[src/verilog/emb_pkg.sv]
// Constants, carrier types and states for the external memory bus block
// Notes on behaviour
// - Low port multiplexes address then data, strong ones
// - Idle low port floats where latch holds one
// - High port drives upper address bytes
// - Address strobe latches low byte and page
// - Address strobe every six periods, not data
// - Fetch strobe gates external code once per fetch slot
// - Fetch strobe high during internal execution
// - Fetch strobe pulled low at reset: download
// - Select high: internal code up to 1FFF
// - Write strobe makes memory latch low port
// - Read strobe lets memory drive low port
package emb_pkg;

  // Oscillator periods per bus slot
  localparam int unsigned OSC_PER_SLOT = 6;
  localparam int unsigned OSC_PER_DATA = 12;
  // Clock cycles per oscillator period, and its legal range
  localparam int unsigned OSC_DIV_DEF = 2;
  localparam int unsigned OSC_DIV_MIN = 2;
  localparam int unsigned OSC_DIV_MAX = 16;
  // Clock cycles the fetch strobe pin settles before strap capture
  localparam logic [2:0] STRAP_LAST = 3'h3;

  // Phase numbers inside a slot, one per oscillator period
  localparam logic [3:0] PH_ALE = 4'h0;
  localparam logic [3:0] PH_ADDR_LAST = 4'h1;
  localparam logic [3:0] PH_FETCH_FIRST = 4'h2;
  localparam logic [3:0] PH_FETCH_LAST = 4'h4;
  localparam logic [3:0] PH_SLOT_LAST = 4'h5;
  localparam logic [3:0] PH_STRB_FIRST = 4'h3;
  localparam logic [3:0] PH_STRB_LAST = 4'h9;
  localparam logic [3:0] PH_DACK = 4'hA;
  localparam logic [3:0] PH_DATA_LAST = 4'hB;

  // Highest internal code address while the select input is high
  localparam logic [15:0] INT_CODE_TOP = 16'h1FFF;
  // Reset values
  localparam logic [7:0] BYTE_RST = 8'h00;
  localparam logic [23:0] ADDR_RST = 24'h000000;

  // One data memory request
  typedef struct packed {
    logic we;
    logic [23:0] addr;
    logic [7:0] wdata;
  } emb_data_cmd_t;

  // Bus-mode drive of one eight-pin port
  typedef struct packed {
    logic [7:0] o;
    logic [7:0] oe;
  } emb_port_drv_t;

  // Slot kinds, one-hot
  typedef enum logic [3:0] {
    EMB_ST_STRAP = 4'h1,
    EMB_ST_IDLE = 4'h2,
    EMB_ST_FETCH = 4'h4,
    EMB_ST_DATA = 4'h8
  } emb_state_t;

endpackage

[src/verilog/emb_bus_ctrl.sv]
// External program and data memory bus controller
`timescale 1ns/100ps
module emb_bus_ctrl #(
  parameter int unsigned OSC_DIV = emb_pkg::OSC_DIV_DEF
) (
  input wire logic clk_sys,
  input wire logic nrst,
  input wire logic external_code_select_n,
  input wire logic fetch_req,
  input wire logic [15:0] fetch_addr,
  output logic code_ext,
  output logic fetch_ack,
  output logic [7:0] fetch_data,
  input wire logic data_req,
  input emb_pkg::emb_data_cmd_t data_cmd,
  output logic data_ack,
  output logic [7:0] data_rdata,
  input wire logic [7:0] low_port_latch,
  input wire logic [7:0] high_port_latch,
  output logic [7:0] low_port_value,
  output logic [7:0] high_port_value,
  output logic download_mode,
  input wire logic [7:0] low_addr_data_port_i,
  output logic [7:0] low_addr_data_port_o,
  output logic [7:0] low_addr_data_port_oe,
  input wire logic [7:0] high_addr_port_i,
  output logic [7:0] high_addr_port_o,
  output logic [7:0] high_addr_port_oe,
  input wire logic program_fetch_strobe_n_i,
  output logic program_fetch_strobe_n_o,
  output logic program_fetch_strobe_n_oe,
  output logic addr_latch_strobe,
  output logic data_read_strobe_n,
  output logic data_write_strobe_n
);

  localparam int unsigned DW = $clog2(OSC_DIV);
  localparam logic [DW-1:0] DIV_LAST = DW'(OSC_DIV - 1);

  // Divider and synchroniser latency need two cycles per period
  if (OSC_DIV < emb_pkg::OSC_DIV_MIN || OSC_DIV > emb_pkg::OSC_DIV_MAX)
  begin : g_chk
    $error("OSC_DIV out of range");
  end

  emb_pkg::emb_state_t state_r;
  logic [3:0] phase_r;
  logic [DW-1:0] div_r;
  logic [2:0] strap_cnt_r;
  logic [23:0] addr_r;
  logic we_r;
  logic [7:0] wdata_r;
  logic osc_en;
  logic slot_end;
  logic ea_s;
  logic program_fetch_strobe_n_s;
  logic [7:0] low_s;
  logic [7:0] high_s;
  logic bus_en;
  emb_pkg::emb_port_drv_t low_drv;
  emb_pkg::emb_port_drv_t high_drv;
  logic ale_c;
  logic program_fetch_strobe_n_c;
  logic rd_c;
  logic wr_c;

  // Pins come from outside the clock domain
  emb_sync #(
    .W(18)
  ) u_sync (
    .clk_sys(clk_sys),
    .nrst(nrst),
    .d({external_code_select_n, program_fetch_strobe_n_i,
        low_addr_data_port_i, high_addr_port_i}),
    .q({ea_s, program_fetch_strobe_n_s, low_s, high_s})
  );

  assign code_ext = !ea_s || (fetch_addr > emb_pkg::INT_CODE_TOP);

  // Oscillator period enable, held during the strap window
  always_ff @(posedge clk_sys) begin
    if (!nrst) begin
      div_r <= '0;
    end else if (state_r == emb_pkg::EMB_ST_STRAP || div_r == DIV_LAST) begin
      div_r <= '0;
    end else begin
      div_r <= div_r + 1'b1;
    end
  end

  assign osc_en = (state_r != emb_pkg::EMB_ST_STRAP) && (div_r == DIV_LAST);
  assign slot_end = osc_en && (phase_r == ((state_r == emb_pkg::EMB_ST_DATA)
                    ? emb_pkg::PH_DATA_LAST : emb_pkg::PH_SLOT_LAST));

  always_ff @(posedge clk_sys) begin
    if (!nrst) begin
      strap_cnt_r <= 3'h0;
    end else if (state_r == emb_pkg::EMB_ST_STRAP) begin
      strap_cnt_r <= strap_cnt_r + 3'h1;
    end
  end

  always_ff @(posedge clk_sys) begin
    if (!nrst) begin
      download_mode <= 1'b0;
    end else if (state_r == emb_pkg::EMB_ST_STRAP &&
                 strap_cnt_r == emb_pkg::STRAP_LAST) begin
      download_mode <= !program_fetch_strobe_n_s;
    end
  end

  // Slot sequencer; data requests win over fetches
  always_ff @(posedge clk_sys) begin
    if (!nrst) begin
      state_r <= emb_pkg::EMB_ST_STRAP;
      phase_r <= 4'h0;
    end else begin
      case (state_r)
        emb_pkg::EMB_ST_STRAP: begin
          if (strap_cnt_r == emb_pkg::STRAP_LAST) begin
            state_r <= emb_pkg::EMB_ST_IDLE;
          end
        end
        emb_pkg::EMB_ST_IDLE, emb_pkg::EMB_ST_FETCH,
        emb_pkg::EMB_ST_DATA: begin
          if (slot_end) begin
            phase_r <= 4'h0;
            if (data_req) begin
              state_r <= emb_pkg::EMB_ST_DATA;
            end else if (fetch_req && code_ext) begin
              state_r <= emb_pkg::EMB_ST_FETCH;
            end else begin
              state_r <= emb_pkg::EMB_ST_IDLE;
            end
          end else if (osc_en) begin
            phase_r <= phase_r + 4'h1;
          end
        end
        default: begin
          state_r <= emb_pkg::EMB_ST_STRAP;
          phase_r <= 4'h0;
        end
      endcase
    end
  end

  // Request captured at the slot boundary
  always_ff @(posedge clk_sys) begin
    if (!nrst) begin
      addr_r <= emb_pkg::ADDR_RST;
      we_r <= 1'b0;
      wdata_r <= emb_pkg::BYTE_RST;
    end else if (slot_end && data_req) begin
      addr_r <= data_cmd.addr;
      we_r <= data_cmd.we;
      wdata_r <= data_cmd.wdata;
    end else if (slot_end && fetch_req && code_ext) begin
      addr_r <= {8'h00, fetch_addr};
      we_r <= 1'b0;
    end
  end

  // Strobe and port drive for the current phase
  always_comb begin
    bus_en = 1'b0;
    low_drv = '0;
    high_drv = '0;
    ale_c = 1'b0;
    program_fetch_strobe_n_c = 1'b1;
    rd_c = 1'b1;
    wr_c = 1'b1;
    case (state_r)
      emb_pkg::EMB_ST_FETCH: begin
        bus_en = 1'b1;
        ale_c = (phase_r == emb_pkg::PH_ALE);
        if (phase_r <= emb_pkg::PH_ADDR_LAST) begin
          low_drv.o = addr_r[7:0];
          low_drv.oe = 8'hFF;
        end
        high_drv.o = addr_r[15:8];
        high_drv.oe = 8'hFF;
        program_fetch_strobe_n_c = !(phase_r >= emb_pkg::PH_FETCH_FIRST &&
                   phase_r <= emb_pkg::PH_FETCH_LAST);
      end
      emb_pkg::EMB_ST_DATA: begin
        bus_en = 1'b1;
        // no second strobe in a data slot
        ale_c = (phase_r == emb_pkg::PH_ALE);
        // page byte beside the low byte
        high_drv.oe = 8'hFF;
        if (phase_r <= emb_pkg::PH_ADDR_LAST) begin
          high_drv.o = addr_r[23:16];
          low_drv.o = addr_r[7:0];
          low_drv.oe = 8'hFF;
        end else begin
          high_drv.o = addr_r[15:8];
          // data follows address on the same pins
          if (we_r && phase_r <= emb_pkg::PH_DACK) begin
            low_drv.o = wdata_r;
            low_drv.oe = 8'hFF;
          end
        end
        if (phase_r >= emb_pkg::PH_STRB_FIRST &&
            phase_r <= emb_pkg::PH_STRB_LAST) begin
          wr_c = !we_r;
          rd_c = we_r;
        end
      end
      emb_pkg::EMB_ST_IDLE: begin
        // strobe keeps running; fetch strobe stays high
        ale_c = (phase_r == emb_pkg::PH_ALE);
      end
      default: begin
        bus_en = 1'b0;
      end
    endcase
  end

  emb_port_pin u_low_pin (
    .clk_sys(clk_sys),
    .nrst(nrst),
    .bus_en(bus_en),
    .bus_drv(low_drv),
    .latch(low_port_latch),
    .pin_o(low_addr_data_port_o),
    .pin_oe(low_addr_data_port_oe)
  );

  emb_port_pin u_high_pin (
    .clk_sys(clk_sys),
    .nrst(nrst),
    .bus_en(bus_en),
    .bus_drv(high_drv),
    .latch(high_port_latch),
    .pin_o(high_addr_port_o),
    .pin_oe(high_addr_port_oe)
  );

  // Strobe flops; fetch strobe pin released while the strap is read
  always_ff @(posedge clk_sys) begin
    if (!nrst) begin
      addr_latch_strobe <= 1'b0;
      program_fetch_strobe_n_o <= 1'b1;
      program_fetch_strobe_n_oe <= 1'b0;
      data_read_strobe_n <= 1'b1;
      data_write_strobe_n <= 1'b1;
    end else begin
      addr_latch_strobe <= ale_c;
      program_fetch_strobe_n_o <= program_fetch_strobe_n_c;
      program_fetch_strobe_n_oe <= (state_r != emb_pkg::EMB_ST_STRAP);
      data_read_strobe_n <= rd_c;
      data_write_strobe_n <= wr_c;
    end
  end

  // Sample at the last period of each strobe; pins seen two cycles late
  always_ff @(posedge clk_sys) begin
    if (!nrst) begin
      fetch_ack <= 1'b0;
      data_ack <= 1'b0;
      fetch_data <= emb_pkg::BYTE_RST;
      data_rdata <= emb_pkg::BYTE_RST;
      low_port_value <= emb_pkg::BYTE_RST;
      high_port_value <= emb_pkg::BYTE_RST;
    end else begin
      low_port_value <= low_s;
      high_port_value <= high_s;
      fetch_ack <= (state_r == emb_pkg::EMB_ST_FETCH) && osc_en &&
                   (phase_r == emb_pkg::PH_FETCH_LAST);
      data_ack <= (state_r == emb_pkg::EMB_ST_DATA) && osc_en &&
                  (phase_r == emb_pkg::PH_DACK);
      if ((state_r == emb_pkg::EMB_ST_FETCH) && osc_en &&
          (phase_r == emb_pkg::PH_FETCH_LAST)) begin
        fetch_data <= low_s;
      end
      if ((state_r == emb_pkg::EMB_ST_DATA) && osc_en && !we_r &&
          (phase_r == emb_pkg::PH_STRB_LAST)) begin
        data_rdata <= low_s;
      end
    end
  end

  // Helper: cycles between address strobe rises
  logic ale_q_r;
  logic ale_seen_r;
  logic [7:0] gap_r;
  always_ff @(posedge clk_sys) begin
    if (!nrst) begin
      ale_q_r <= 1'b0;
      ale_seen_r <= 1'b0;
      gap_r <= 8'h00;
    end else begin
      ale_q_r <= addr_latch_strobe;
      if (addr_latch_strobe && !ale_q_r) begin
        ale_seen_r <= 1'b1;
        gap_r <= 8'h01;
      end else if (gap_r != 8'hFF) begin
        gap_r <= gap_r + 8'h01;
      end
    end
  end
endmodule

[src/verilog/emb_sync.sv]
// Two-flop synchroniser for pin inputs
`timescale 1ns/100ps
module emb_sync #(
  parameter int unsigned W = 1
) (
  input wire logic clk_sys,
  input wire logic nrst,
  input wire logic [W-1:0] d,
  output logic [W-1:0] q
);

  logic [W-1:0] meta_r;

  // First stage feeds only the second stage
  always_ff @(posedge clk_sys) begin
    if (!nrst) begin
      meta_r <= '0;
      q <= '0;
    end else begin
      meta_r <= d;
      q <= meta_r;
    end
  end

endmodule

[src/verilog/emb_port_pin.sv]
// Output stage of one eight-pin port, bus use or open-drain latch use
`timescale 1ns/100ps
module emb_port_pin (
  input wire logic clk_sys,
  input wire logic nrst,
  input wire logic bus_en,
  input emb_pkg::emb_port_drv_t bus_drv,
  input wire logic [7:0] latch,
  output logic [7:0] pin_o,
  output logic [7:0] pin_oe
);

  // Registered so every pin changes on the same edge as the strobes
  always_ff @(posedge clk_sys) begin
    if (!nrst) begin
      pin_o <= emb_pkg::BYTE_RST;
      pin_oe <= emb_pkg::BYTE_RST;
    end else if (bus_en) begin
      pin_o <= bus_drv.o;
      pin_oe <= bus_drv.oe;
    end else begin
      pin_o <= emb_pkg::BYTE_RST;
      pin_oe <= ~latch;
    end
  end

endmodule

[config.mk]
export PLATFORM = sky130hd
export DESIGN_NAME = emb_bus_ctrl
export DESIGN_NICKNAME = d
export VERILOG_FILES = /design/src/verilog/emb_pkg.sv /design/src/verilog/emb_bus_ctrl.sv /design/src/verilog/emb_sync.sv /design/src/verilog/emb_port_pin.sv
export SDC_FILE = /design/constraint.sdc
export NUM_CORES = 1
export LEC_CHECK = 0
export BUFFER_PORTS_ARGS = -buffer_cell sky130_fd_sc_hd__buf_4
export CAP_MARGIN = 30
export CORE_MARGIN = 1.5
export CORE_UTILIZATION = 50
export CTS_CLUSTER_SIZE = 24
export DETAILED_ROUTE_END_ITERATION = 8
export GPL_ROUTABILITY_DRIVEN = 0
export PLACE_DENSITY = 0.79
export SLEW_MARGIN = 20
export SYNTH_ARGS = -nofsm -noshare
export SYNTH_HDL_FRONTEND = slang
export SYNTH_SLANG_ARGS = --single-unit
[constraint.sdc]
create_clock -name clk_sys -period 2.7 [get_ports clk_sys]
set_clock_uncertainty 0.1 [all_clocks]
set_input_delay 0.675 -clock clk_sys [delete_from_list [all_inputs] [get_ports clk_sys]]
set_output_delay 0.675 -clock clk_sys [all_outputs]
set_load 0.005 [all_outputs]
==> results of run 1 <==
synthesized netlist by cell type, types with 2 or more instances:
cell type and instances:
a21oi_1 6, ha_1 6, and2_1 55, or3_1 2, inv_1 11, buf_2 7, o211ai_1 4, a21boi_0 10
a22oi_1 25, o2111ai_1 16, nor3_1 5, buf_4 3, o21a_1 9, mux2i_1 27, buf_6 3, nor3b_1 2
dfxtp_1 153, clkbuf_1 24, nor2b_1 38, buf_1 3, nor3_2 2, nand2_1 30, nor2_1 32, o211a_1 2
nand3_1 18, nor4_1 3, o21ai_0 6, nand4_1 3, and3_1 5, nand2b_1 19
worst max path at each step:
stage / slack, ns / endpoint
detailed placement: 0.19 / addr_r[22]$_SDFFE_PN0P_
floorplan: 0.28 / addr_r[14]$_SDFFE_PN0P_
global placement: 0.23 / code_ext
global route: 0.08 / phase_r[1]$_SDFFE_PN0P_
finish: 0.22 / code_ext
CTS: 0.21 / code_ext
flip-flops by register name (all words and copies together) (netlist names), 3 cells and up:
name and cells:
state_r 4, u_sync.q 18, phase_r 4, low_port_value 8, high_port_value 8, data_rdata 8
u_high_pin.pin_oe 8, u_low_pin.pin_oe 8, u_sync.meta_r 18, u_low_pin.pin_o 8, strap_cnt_r 3, addr_r 24
u_high_pin.pin_o 8, fetch_data 8, wdata_r 8
through the flow:
stage | hold slack [ns] | power, mW
2_1_floorplan | 0.287 | 2.62
3_3_place_gp | 0.314 | 2.78
3_5_place_dp | 0.319 | 2.80
4_1_cts | 0.223 | 5.18
5_1_grt | 0.225 | 5.33
6_report | 0.246 | 5.13
kinds of logic after synthesis:
| family | Yosys count |
|---|---|
| flip-flops | 153 |
| AO/OA/AOI/OAI | 85 |
| buffers and inverters | 51 |
| AND/OR/NAND/NOR | 222 |
| multiplexers | 27 |
| adder cells (fa/ha/maj) | 6 |
| XOR/XNOR | 2 |
cell usage in the layout, fill, tap and decap left out, drive strengths merged, types with 2 or more instances in the layout:
master / n
nor2b: 38
or4b: 2
o21ai: 7
nand3: 19
o211a: 2
or3: 2
nand2: 30
nor4b: 2
o21a: 9
a22oi: 25
a21oi: 6
nor3: 7
nor4: 3
nand4: 3
bufinv: 3
mux2i: 27
clkinv: 5
o211ai: 4
a21boi: 10
and3: 5
clkbuf: 20
and2: 56
buf: 170
ha: 6
nand2b: 19
dfxtp: 153
clkinvlp: 2
nor2: 32
inv: 13
nor3b: 2
o2111ai: 16
metal layers:
layer / up-vias / GRT usage, % / wire length (um)
li1: 2160 / - / -
met1: 1993 / 25.5 / 5130
met2: 144 / 35.4 / 5900
met3: 16 / 6.09 / 800
met4: 0 / 8.18 / 190
met5: - / 0 / 0
area by class of cell:
| cell class | count | area share, % |
|---|---|---|
| sequential | 153 | 41.1 |
| tap | 140 | 2.35 |
| timing repair buffer | 170 | 17.5 |
| multi-input combinational | 342 | 30.3 |
| inverter | 11 | 0.554 |
| clock buffer | 20 | 5.98 |
| clock inverter | 12 | 2.22 |
power breakdown:
part           switching [mW]  leakage, nW  internal, mW
combinational           0.157         1.67         0.206
sequential             0.0504         1.25          2.34
clock                   0.906        0.294          1.47
==> run_summary.xml, run 1 <==
<?xml version="1.0" encoding="UTF-8"?>
<metrics>
  <group name="cts">
    <metric name="hold_buffers" unit="">0</metric>
    <metric name="ctsResizeCount" unit="">0</metric>
    <metric name="clkLatencyLatePin" unit="ns">0.51</metric>
    <metric name="clk_pin_slew" unit="ns">0.06</metric>
    <metric name="htree_levels" unit="">4</metric>
    <metric name="clkSinkCount" unit="">153</metric>
    <metric name="cts_inserted_buffers" unit="">17</metric>
    <metric name="post_cts_buffers" unit="">0</metric>
    <metric name="cts_tree" unit="">yes</metric>
    <metric name="clockRootBuffer" unit="">clkbuf_8</metric>
    <metric name="clockBufferDepth" unit="">2</metric>
  </group>
  <group name="timing">
    <metric name="timing_worst_slew_pin_value" unit="ns">0.701</metric>
    <metric name="tns" unit="ns">0</metric>
    <metric name="setup_ws" unit="ns">0.223</metric>
    <metric name="report.final.setup_viol" unit="">0</metric>
    <metric name="highest_clock_rate" unit="GHz">0.404</metric>
    <metric name="rsz0062_at_grt" unit="">no</metric>
    <metric name="hold_violations" unit="">0</metric>
    <metric name="relSlewSlack" unit="%">52.9</metric>
    <metric name="min_cycle_time_layout" unit="ns">2.48</metric>
    <metric name="final.period_utilization" unit="%">91.7</metric>
    <metric name="slew_violations" unit="">0</metric>
  </group>
  <group name="critical_path">
    <metric name="critical_path.n_buffers_inverters" unit="">2</metric>
    <metric name="critical_path.endpoint_type" unit="">primary output</metric>
    <metric name="crit_type" unit="">input port to primary output</metric>
    <metric name="timing.critical_path.mode_cell" unit="">buf_4</metric>
    <metric name="timing.reg2reg.worst_path_depth" unit="">5</metric>
    <metric name="path_cells" unit="">buf_4 -&gt; or4b_2 -&gt; buf_4</metric>
    <metric name="critical_path.slowest_cell" unit="">or4b_2</metric>
    <metric name="critical_path.top_delay_family" unit="">simple AND/OR/NAND/NOR gates</metric>
    <metric name="start_kind" unit="">input port</metric>
    <metric name="critPathMaxFanout" unit="">3</metric>
    <metric name="slowest_delay" unit="ns">0.73</metric>
    <metric name="worst_setup_path_startpoint" unit="">fetch_addr[15]</metric>
    <metric name="ff2ff_setup_slack" unit="ns">0.30</metric>
    <metric name="worstSetupPathDepth" unit="">3</metric>
    <metric name="worst-endpoint-required" unit="ns">1.92</metric>
    <metric name="regToRegEndpoint" unit="">phase_r[1]$_SDFFE_PN0P_</metric>
    <metric name="rr_startpoint" unit="">state_r[3]$_SDFFE_PN0P_</metric>
    <metric name="crit_arrival" unit="ns">1.70</metric>
  </group>
  <group name="power_and_ir_drop">
    <metric name="power_density" unit="mW/mm^2">688</metric>
    <metric name="leakage" unit="nW">3.21</metric>
    <metric name="worst_ir_drop_vdd" unit="mV">0.487</metric>
  </group>
  <group name="floorplanning">
    <metric name="die_area" unit="mm^2">0.0117</metric>
    <metric name="fp.coreArea" unit="mm^2">0.0108</metric>
    <metric name="placement_rows" unit="">38</metric>
    <metric name="floorplan.die.height" unit="um">108</metric>
    <metric name="die_width" unit="um">108</metric>
    <metric name="initial_utilization" unit="%">51.2</metric>
    <metric name="io_pins" unit="">160</metric>
  </group>
  <group name="placed_design">
    <metric name="dp.final_hpwl" unit="um">8440</metric>
    <metric name="dpl_worst_slack" unit="ns">0.193</metric>
    <metric name="placedInstanceArea" unit="mm^2">0.00684</metric>
    <metric name="numPortBuffers" unit="">159</metric>
    <metric name="place_inst" unit="">816</metric>
  </group>
  <group name="finish">
    <metric name="finish.utilization" unit="%">68.7</metric>
    <metric name="design_area" unit="mm^2">0.00745</metric>
    <metric name="final-seq-area" unit="mm^2">0.00306</metric>
    <metric name="antenna_cells_inserted" unit="">0</metric>
    <metric name="instances_no_fill" unit="">848</metric>
    <metric name="layout-drive-gt1-share" unit="%">29.4</metric>
    <metric name="nets" unit="">788</metric>
    <metric name="num-fill-cells" unit="">804</metric>
    <metric name="growth_of_design_area_from_synthesis_to_finish" unit="%">34.4</metric>
    <metric name="multi_input_comb_area" unit="mm^2">0.00226</metric>
  </group>
  <group name="logic_synthesis">
    <metric name="synth_mux_area_share" unit="%">4.87</metric>
    <metric name="synth_edf_count" unit="">0</metric>
    <metric name="post-synth-top-area-fraction" unit="%">55.2</metric>
    <metric name="synth_top_family_by_area" unit="">simple AND/OR/NAND/NOR gates</metric>
    <metric name="synth.largest_area_cell" unit="">dfxtp_1</metric>
    <metric name="synth_nets" unit="">639</metric>
    <metric name="main_synth_ff_type" unit="">dfxtp_1</metric>
    <metric name="synthesized_area_fraction_occupied_by_and_or_nand_nor_cells" unit="%">22.6</metric>
    <metric name="synthesis.instances" unit="">546</metric>
    <metric name="synth_xor_area_share" unit="%">0.316</metric>
    <metric name="synthAdderAreaFrac" unit="%">1.35</metric>
    <metric name="ys_top_cells_by_area" unit="">dfxtp_1 55%, and2_1 6.2%, mux2i_1 4.9%</metric>
    <metric name="post_synth_instance_area" unit="mm^2">0.00555</metric>
    <metric name="avgSynthCellArea" unit="um^2">10.2</metric>
    <metric name="ys.warnings.count" unit="">0</metric>
    <metric name="synth-async-reset-ratio" unit="%">0</metric>
    <metric name="ys_types" unit="">47</metric>
    <metric name="synth_compound_area_share" unit="%">11.5</metric>
    <metric name="synth_seq_area_share" unit="%">55.2</metric>
    <metric name="register_bit_total_from_synthesis" unit="">153</metric>
  </group>
  <group name="global_route">
    <metric name="grt-ovfl-total" unit="">0</metric>
    <metric name="vias_in_the_first_global_route" unit="">4150</metric>
    <metric name="grt_max_degree" unit="">68</metric>
    <metric name="grt_first_pass_wirelength" unit="um">19400</metric>
    <metric name="antenna_found_initial" unit="">0</metric>
    <metric name="gr-usage-all-layers" unit="%">21.1</metric>
  </group>
  <group name="worst_hold_path">
    <metric name="worst_hold_path.endpoint" unit="">u_high_pin.pin_oe[6]$_SDFF_PN0_</metric>
    <metric name="holdCritStartpoint" unit="">high_port_latch[6]</metric>
    <metric name="hold_class" unit="">input port to flop</metric>
    <metric name="worst_hold_path.num_cells" unit="">2</metric>
  </group>
  <group name="status">
    <metric name="status" unit="">complete, no violations</metric>
  </group>
  <group name="route">
    <metric name="detail_route.first_pass.iterations" unit="">4</metric>
    <metric name="drc_errors" unit="">0</metric>
    <metric name="detail-route-antenna-nets" unit="">0</metric>
    <metric name="vias_per_cell" unit="">5.09</metric>
    <metric name="initialDrtViolationCount" unit="">244</metric>
    <metric name="routed_wl" unit="um">12000</metric>
    <metric name="detailroute.via_count" unit="">4313</metric>
    <metric name="wl_per_cell" unit="um">14.2</metric>
  </group>
  <group name="job">
    <metric name="drv_cap" unit="">0</metric>
  </group>
</metrics>
Note: power is estimated with default switching activity, not from simulation.
==> run 2: changes to the inputs <==
--- a/config.mk
+++ b/config.mk
@@ -12,6 +12,7 @@
 export CTS_CLUSTER_SIZE = 24
 export DETAILED_ROUTE_END_ITERATION = 8
 export GPL_ROUTABILITY_DRIVEN = 0
+export GPL_TIMING_DRIVEN = 0
 export PLACE_DENSITY = 0.79
 export SLEW_MARGIN = 20
 export SYNTH_ARGS = -nofsm -noshare
==> run 2 against run 1 <==
  * Sequential cell count unchanged
  * Register-to-register slack worse by 0.12 ns
  * Setup slack got worse by 0.045 ns
  * Critical path type is now flop to flop
  * Critical endpoint is now u_high_pin.pin_o[4]$_SDFF_PN0_
  * Design area up 0.54%
  * Clock power is 5% lower
  * Utilization increased by 0.37 points
  * Die area stayed put
  * Power decreased by 1.6%
  * Wire length up 13%
  * Sequential share of layout area shrank 0.22 points
  * Largest cell class unchanged
  * Cell count is 3.4% higher
  * Global-route usage is 2.3 points higher
==> run_summary.xml, run 2 (same netlist as run 1, synthesis figures left out) <==
<?xml version="1.0" encoding="UTF-8"?>
<metrics>
  <group name="cts">
    <metric name="post_cts_buffers" unit="">0</metric>
    <metric name="clockBufferDepth" unit="">2</metric>
    <metric name="clkSinkCount" unit="">153</metric>
    <metric name="htree_levels" unit="">4</metric>
    <metric name="clkLatencyLatePin" unit="ns">0.52</metric>
    <metric name="clockRootBuffer" unit="">clkbuf_8</metric>
    <metric name="cts_inserted_buffers" unit="">17</metric>
    <metric name="hold_buffers" unit="">0</metric>
    <metric name="cts_tree" unit="">yes</metric>
    <metric name="clk_pin_slew" unit="ns">0.07</metric>
  </group>
  <group name="route">
    <metric name="drc_errors" unit="">0</metric>
    <metric name="routed_wl" unit="um">13500</metric>
    <metric name="initialDrtViolationCount" unit="">226</metric>
    <metric name="vias_per_cell" unit="">5.20</metric>
    <metric name="detailroute.via_count" unit="">4559</metric>
    <metric name="detail-route-antenna-nets" unit="">0</metric>
    <metric name="wl_per_cell" unit="um">15.4</metric>
    <metric name="detail_route.first_pass.iterations" unit="">5</metric>
  </group>
  <group name="floorplanning">
    <metric name="fp.coreArea" unit="mm^2">0.0108</metric>
    <metric name="placement_rows" unit="">38</metric>
    <metric name="io_pins" unit="">160</metric>
    <metric name="die_width" unit="um">108</metric>
    <metric name="die_area" unit="mm^2">0.0117</metric>
    <metric name="initial_utilization" unit="%">51.2</metric>
    <metric name="floorplan.die.height" unit="um">108</metric>
  </group>
  <group name="timing">
    <metric name="final.period_utilization" unit="%">93.4</metric>
    <metric name="setup_ws" unit="ns">0.178</metric>
    <metric name="timing_worst_slew_pin_value" unit="ns">0.879</metric>
    <metric name="min_cycle_time_layout" unit="ns">2.52</metric>
    <metric name="hold_violations" unit="">0</metric>
    <metric name="highest_clock_rate" unit="GHz">0.397</metric>
    <metric name="rsz0062_at_grt" unit="">no</metric>
    <metric name="relSlewSlack" unit="%">40.9</metric>
    <metric name="slew_violations" unit="">0</metric>
    <metric name="report.final.setup_viol" unit="">0</metric>
  </group>
  <group name="placed_design">
    <metric name="numPortBuffers" unit="">158</metric>
    <metric name="dpl_worst_slack" unit="ns">-0.104</metric>
    <metric name="dp.final_hpwl" unit="um">9710</metric>
  </group>
  <group name="finish">
    <metric name="growth_of_design_area_from_synthesis_to_finish" unit="%">35.1</metric>
    <metric name="nets" unit="">817</metric>
    <metric name="biggestRegsByFlops" unit="">addr_r x24, u_sync.meta_r x18, u_sync.q x18</metric>
    <metric name="num-fill-cells" unit="">821</metric>
    <metric name="registers.top_by_ff_count" unit="">addr_r</metric>
    <metric name="finish.utilization" unit="%">69.1</metric>
    <metric name="mostFrequentLayoutCells" unit="">161 x buf_4, 153 x dfxtp_1, 55 x and2_1</metric>
    <metric name="antenna_cells_inserted" unit="">0</metric>
    <metric name="layout-drive-gt1-share" unit="%">28.5</metric>
    <metric name="largest_reg_flops" unit="">24</metric>
    <metric name="most_common_library_cell_in_the_layout_ignoring_fill_and_taps" unit="">buf_4</metric>
  </group>
  <group name="critical_path">
    <metric name="critical_path.top_delay_family" unit="">compound AO/OA/AOI/OAI gates</metric>
    <metric name="path_cells" unit="">clkbuf_1 -&gt; inv_1 -&gt; ha_1 -&gt; o21bai_1 -&gt; o21ai_0 -&gt; a211oi_2 -&gt; buf_2 -&gt; a22oi_1 -&gt; nor2_1</metric>
    <metric name="critical_path.endpoint_type" unit="">flop</metric>
    <metric name="crit_type" unit="">flop to flop</metric>
    <metric name="start_kind" unit="">flop</metric>
    <metric name="worst_setup_path_startpoint" unit="">phase_r[1]$_SDFFE_PN0P_</metric>
    <metric name="rr_startpoint" unit="">phase_r[1]$_SDFFE_PN0P_</metric>
    <metric name="critical_path.slowest_cell" unit="">a211oi_2</metric>
    <metric name="critical_path.n_buffers_inverters" unit="">3</metric>
    <metric name="slowest_delay" unit="ns">0.39</metric>
    <metric name="crit_arrival" unit="ns">2.88</metric>
    <metric name="worst-endpoint-required" unit="ns">3.06</metric>
    <metric name="critPathMaxFanout" unit="">8</metric>
  </group>
  <group name="power_and_ir_drop">
    <metric name="switchingPower" unit="mW">1.24</metric>
    <metric name="clock_power_share" unit="%">44.9</metric>
    <metric name="cell_internal_pwr" unit="mW">3.81</metric>
    <metric name="switching_share_of_power" unit="%">24.5</metric>
    <metric name="leakage" unit="nW">3.22</metric>
    <metric name="power_density" unit="mW/mm^2">673</metric>
    <metric name="share_seq_of_total_power" unit="%">47.0</metric>
    <metric name="power_frac_comb" unit="%">8.2</metric>
    <metric name="worst_ir_drop_vdd" unit="mV">0.438</metric>
  </group>
  <group name="global_route">
    <metric name="grt_max_degree" unit="">17</metric>
    <metric name="gr-usage-all-layers" unit="%">23.4</metric>
    <metric name="antenna_found_initial" unit="">0</metric>
    <metric name="vias_in_the_first_global_route" unit="">4358</metric>
    <metric name="grt_first_pass_wirelength" unit="um">21100</metric>
    <metric name="grt-ovfl-total" unit="">0</metric>
  </group>
  <group name="worst_hold_path">
    <metric name="holdCritStartpoint" unit="">high_port_latch[5]</metric>
    <metric name="hold_class" unit="">input port to flop</metric>
  </group>
  <group name="job">
    <metric name="drv_cap" unit="">0</metric>
  </group>
  <group name="status">
    <metric name="status" unit="">complete, no violations</metric>
  </group>
</metrics>
-- run 2: changes by cell type in the layout (fill, tap and decap cells not counted), sizes merged --
cell	previous run	this run
clkinvlp	2	3
bufinv	3	1
clkbuf	20	42
clkinv	5	3
inv	13	18
buf	170	175
-- run 2: final cells by class --
| cell class | instances | area, um^2 | area share [%] |
|---|---|---|---|
| Clock inverter | 14 | 153 | 2.04 |
| Timing Repair Buffer | 159 | 1190 | 15.9 |
| Multi-Input combinational cell | 342 | 2260 | 30.1 |
| Tap cell | 140 | 175 | 2.34 |
| Clock buffer | 18 | 418 | 5.58 |
| Sequential cell | 153 | 3060 | 40.9 |
| Buffer | 40 | 193 | 2.57 |
| Inverter | 11 | 41.3 | 0.551 |
-- run 2: layer usage --
layer  routed length [um]  GRT usage [%]
met5                    0              0
met4                  326           9.12
met3                 1150           7.41
met2                 6590           39.2
met1                 5470           28.0
-- run 2: path summary, 6_finish.rpt --
| check | to | cells after the start | slack, ns |
|---|---|---|---|
| worst min-delay path | u_high_pin.pin_oe[5]$_SDFF_PN0_ | 2 | 0.23 |
| worst min register to register | u_sync.q[11]$_SDFF_PN0_ | 1 | 0.33 |
| worst max register to register | u_high_pin.pin_o[4]$_SDFF_PN0_ | 9 | 0.18 |
| worst max-delay path | u_high_pin.pin_o[4]$_SDFF_PN0_ | 9 | 0.18 |
-- run 2: per-stage QoR --
step                      setup TNS, ns  instance area, um^2  hold slack, ns  power (mW)  std cells
after floorplan                       0                 5550           0.287        2.62        546
after global placement            -1.44                 6910           0.314        2.80        844
after detailed placement         -0.912                 6910           0.319        2.82        845
after CTS                             0                 7480           0.227        5.05        877
after global routing                  0                 7490           0.230        5.21        877
final                                 0                 7490           0.231        5.04        877
-- run 2: power by group through the flow --
| stage | Combinational [mW] | Clock (mW) | Sequential, mW |
|---|---|---|---|
| after floorplan | 0.207 | 0 | 2.41 |
| after global placement | 0.389 | 0 | 2.41 |
| after detailed placement | 0.406 | 0 | 2.42 |
| after CTS | 0.411 | 2.27 | 2.37 |
| after global routing | 0.447 | 2.39 | 2.37 |
| final | 0.411 | 2.26 | 2.37 |
-- run 2: what timing repair did --
action / 4_1_cts / 5_1_grt
setup endpoints to repair: 0 / 14
endpoints found under the hold margin: 0 / 0
gates resized for setup: 0 / 2
-- run 2: worst reg2reg max path: stages (launching register included) --
cell and delay (ns):
dfxtp_1 0.37, clkbuf_1 0.30, inv_1 0.11, ha_1 0.21, o21bai_1 0.34, o21ai_0 0.16, a211oi_2 0.39, buf_2 0.27
a22oi_1 0.09, nor2_1 0.11
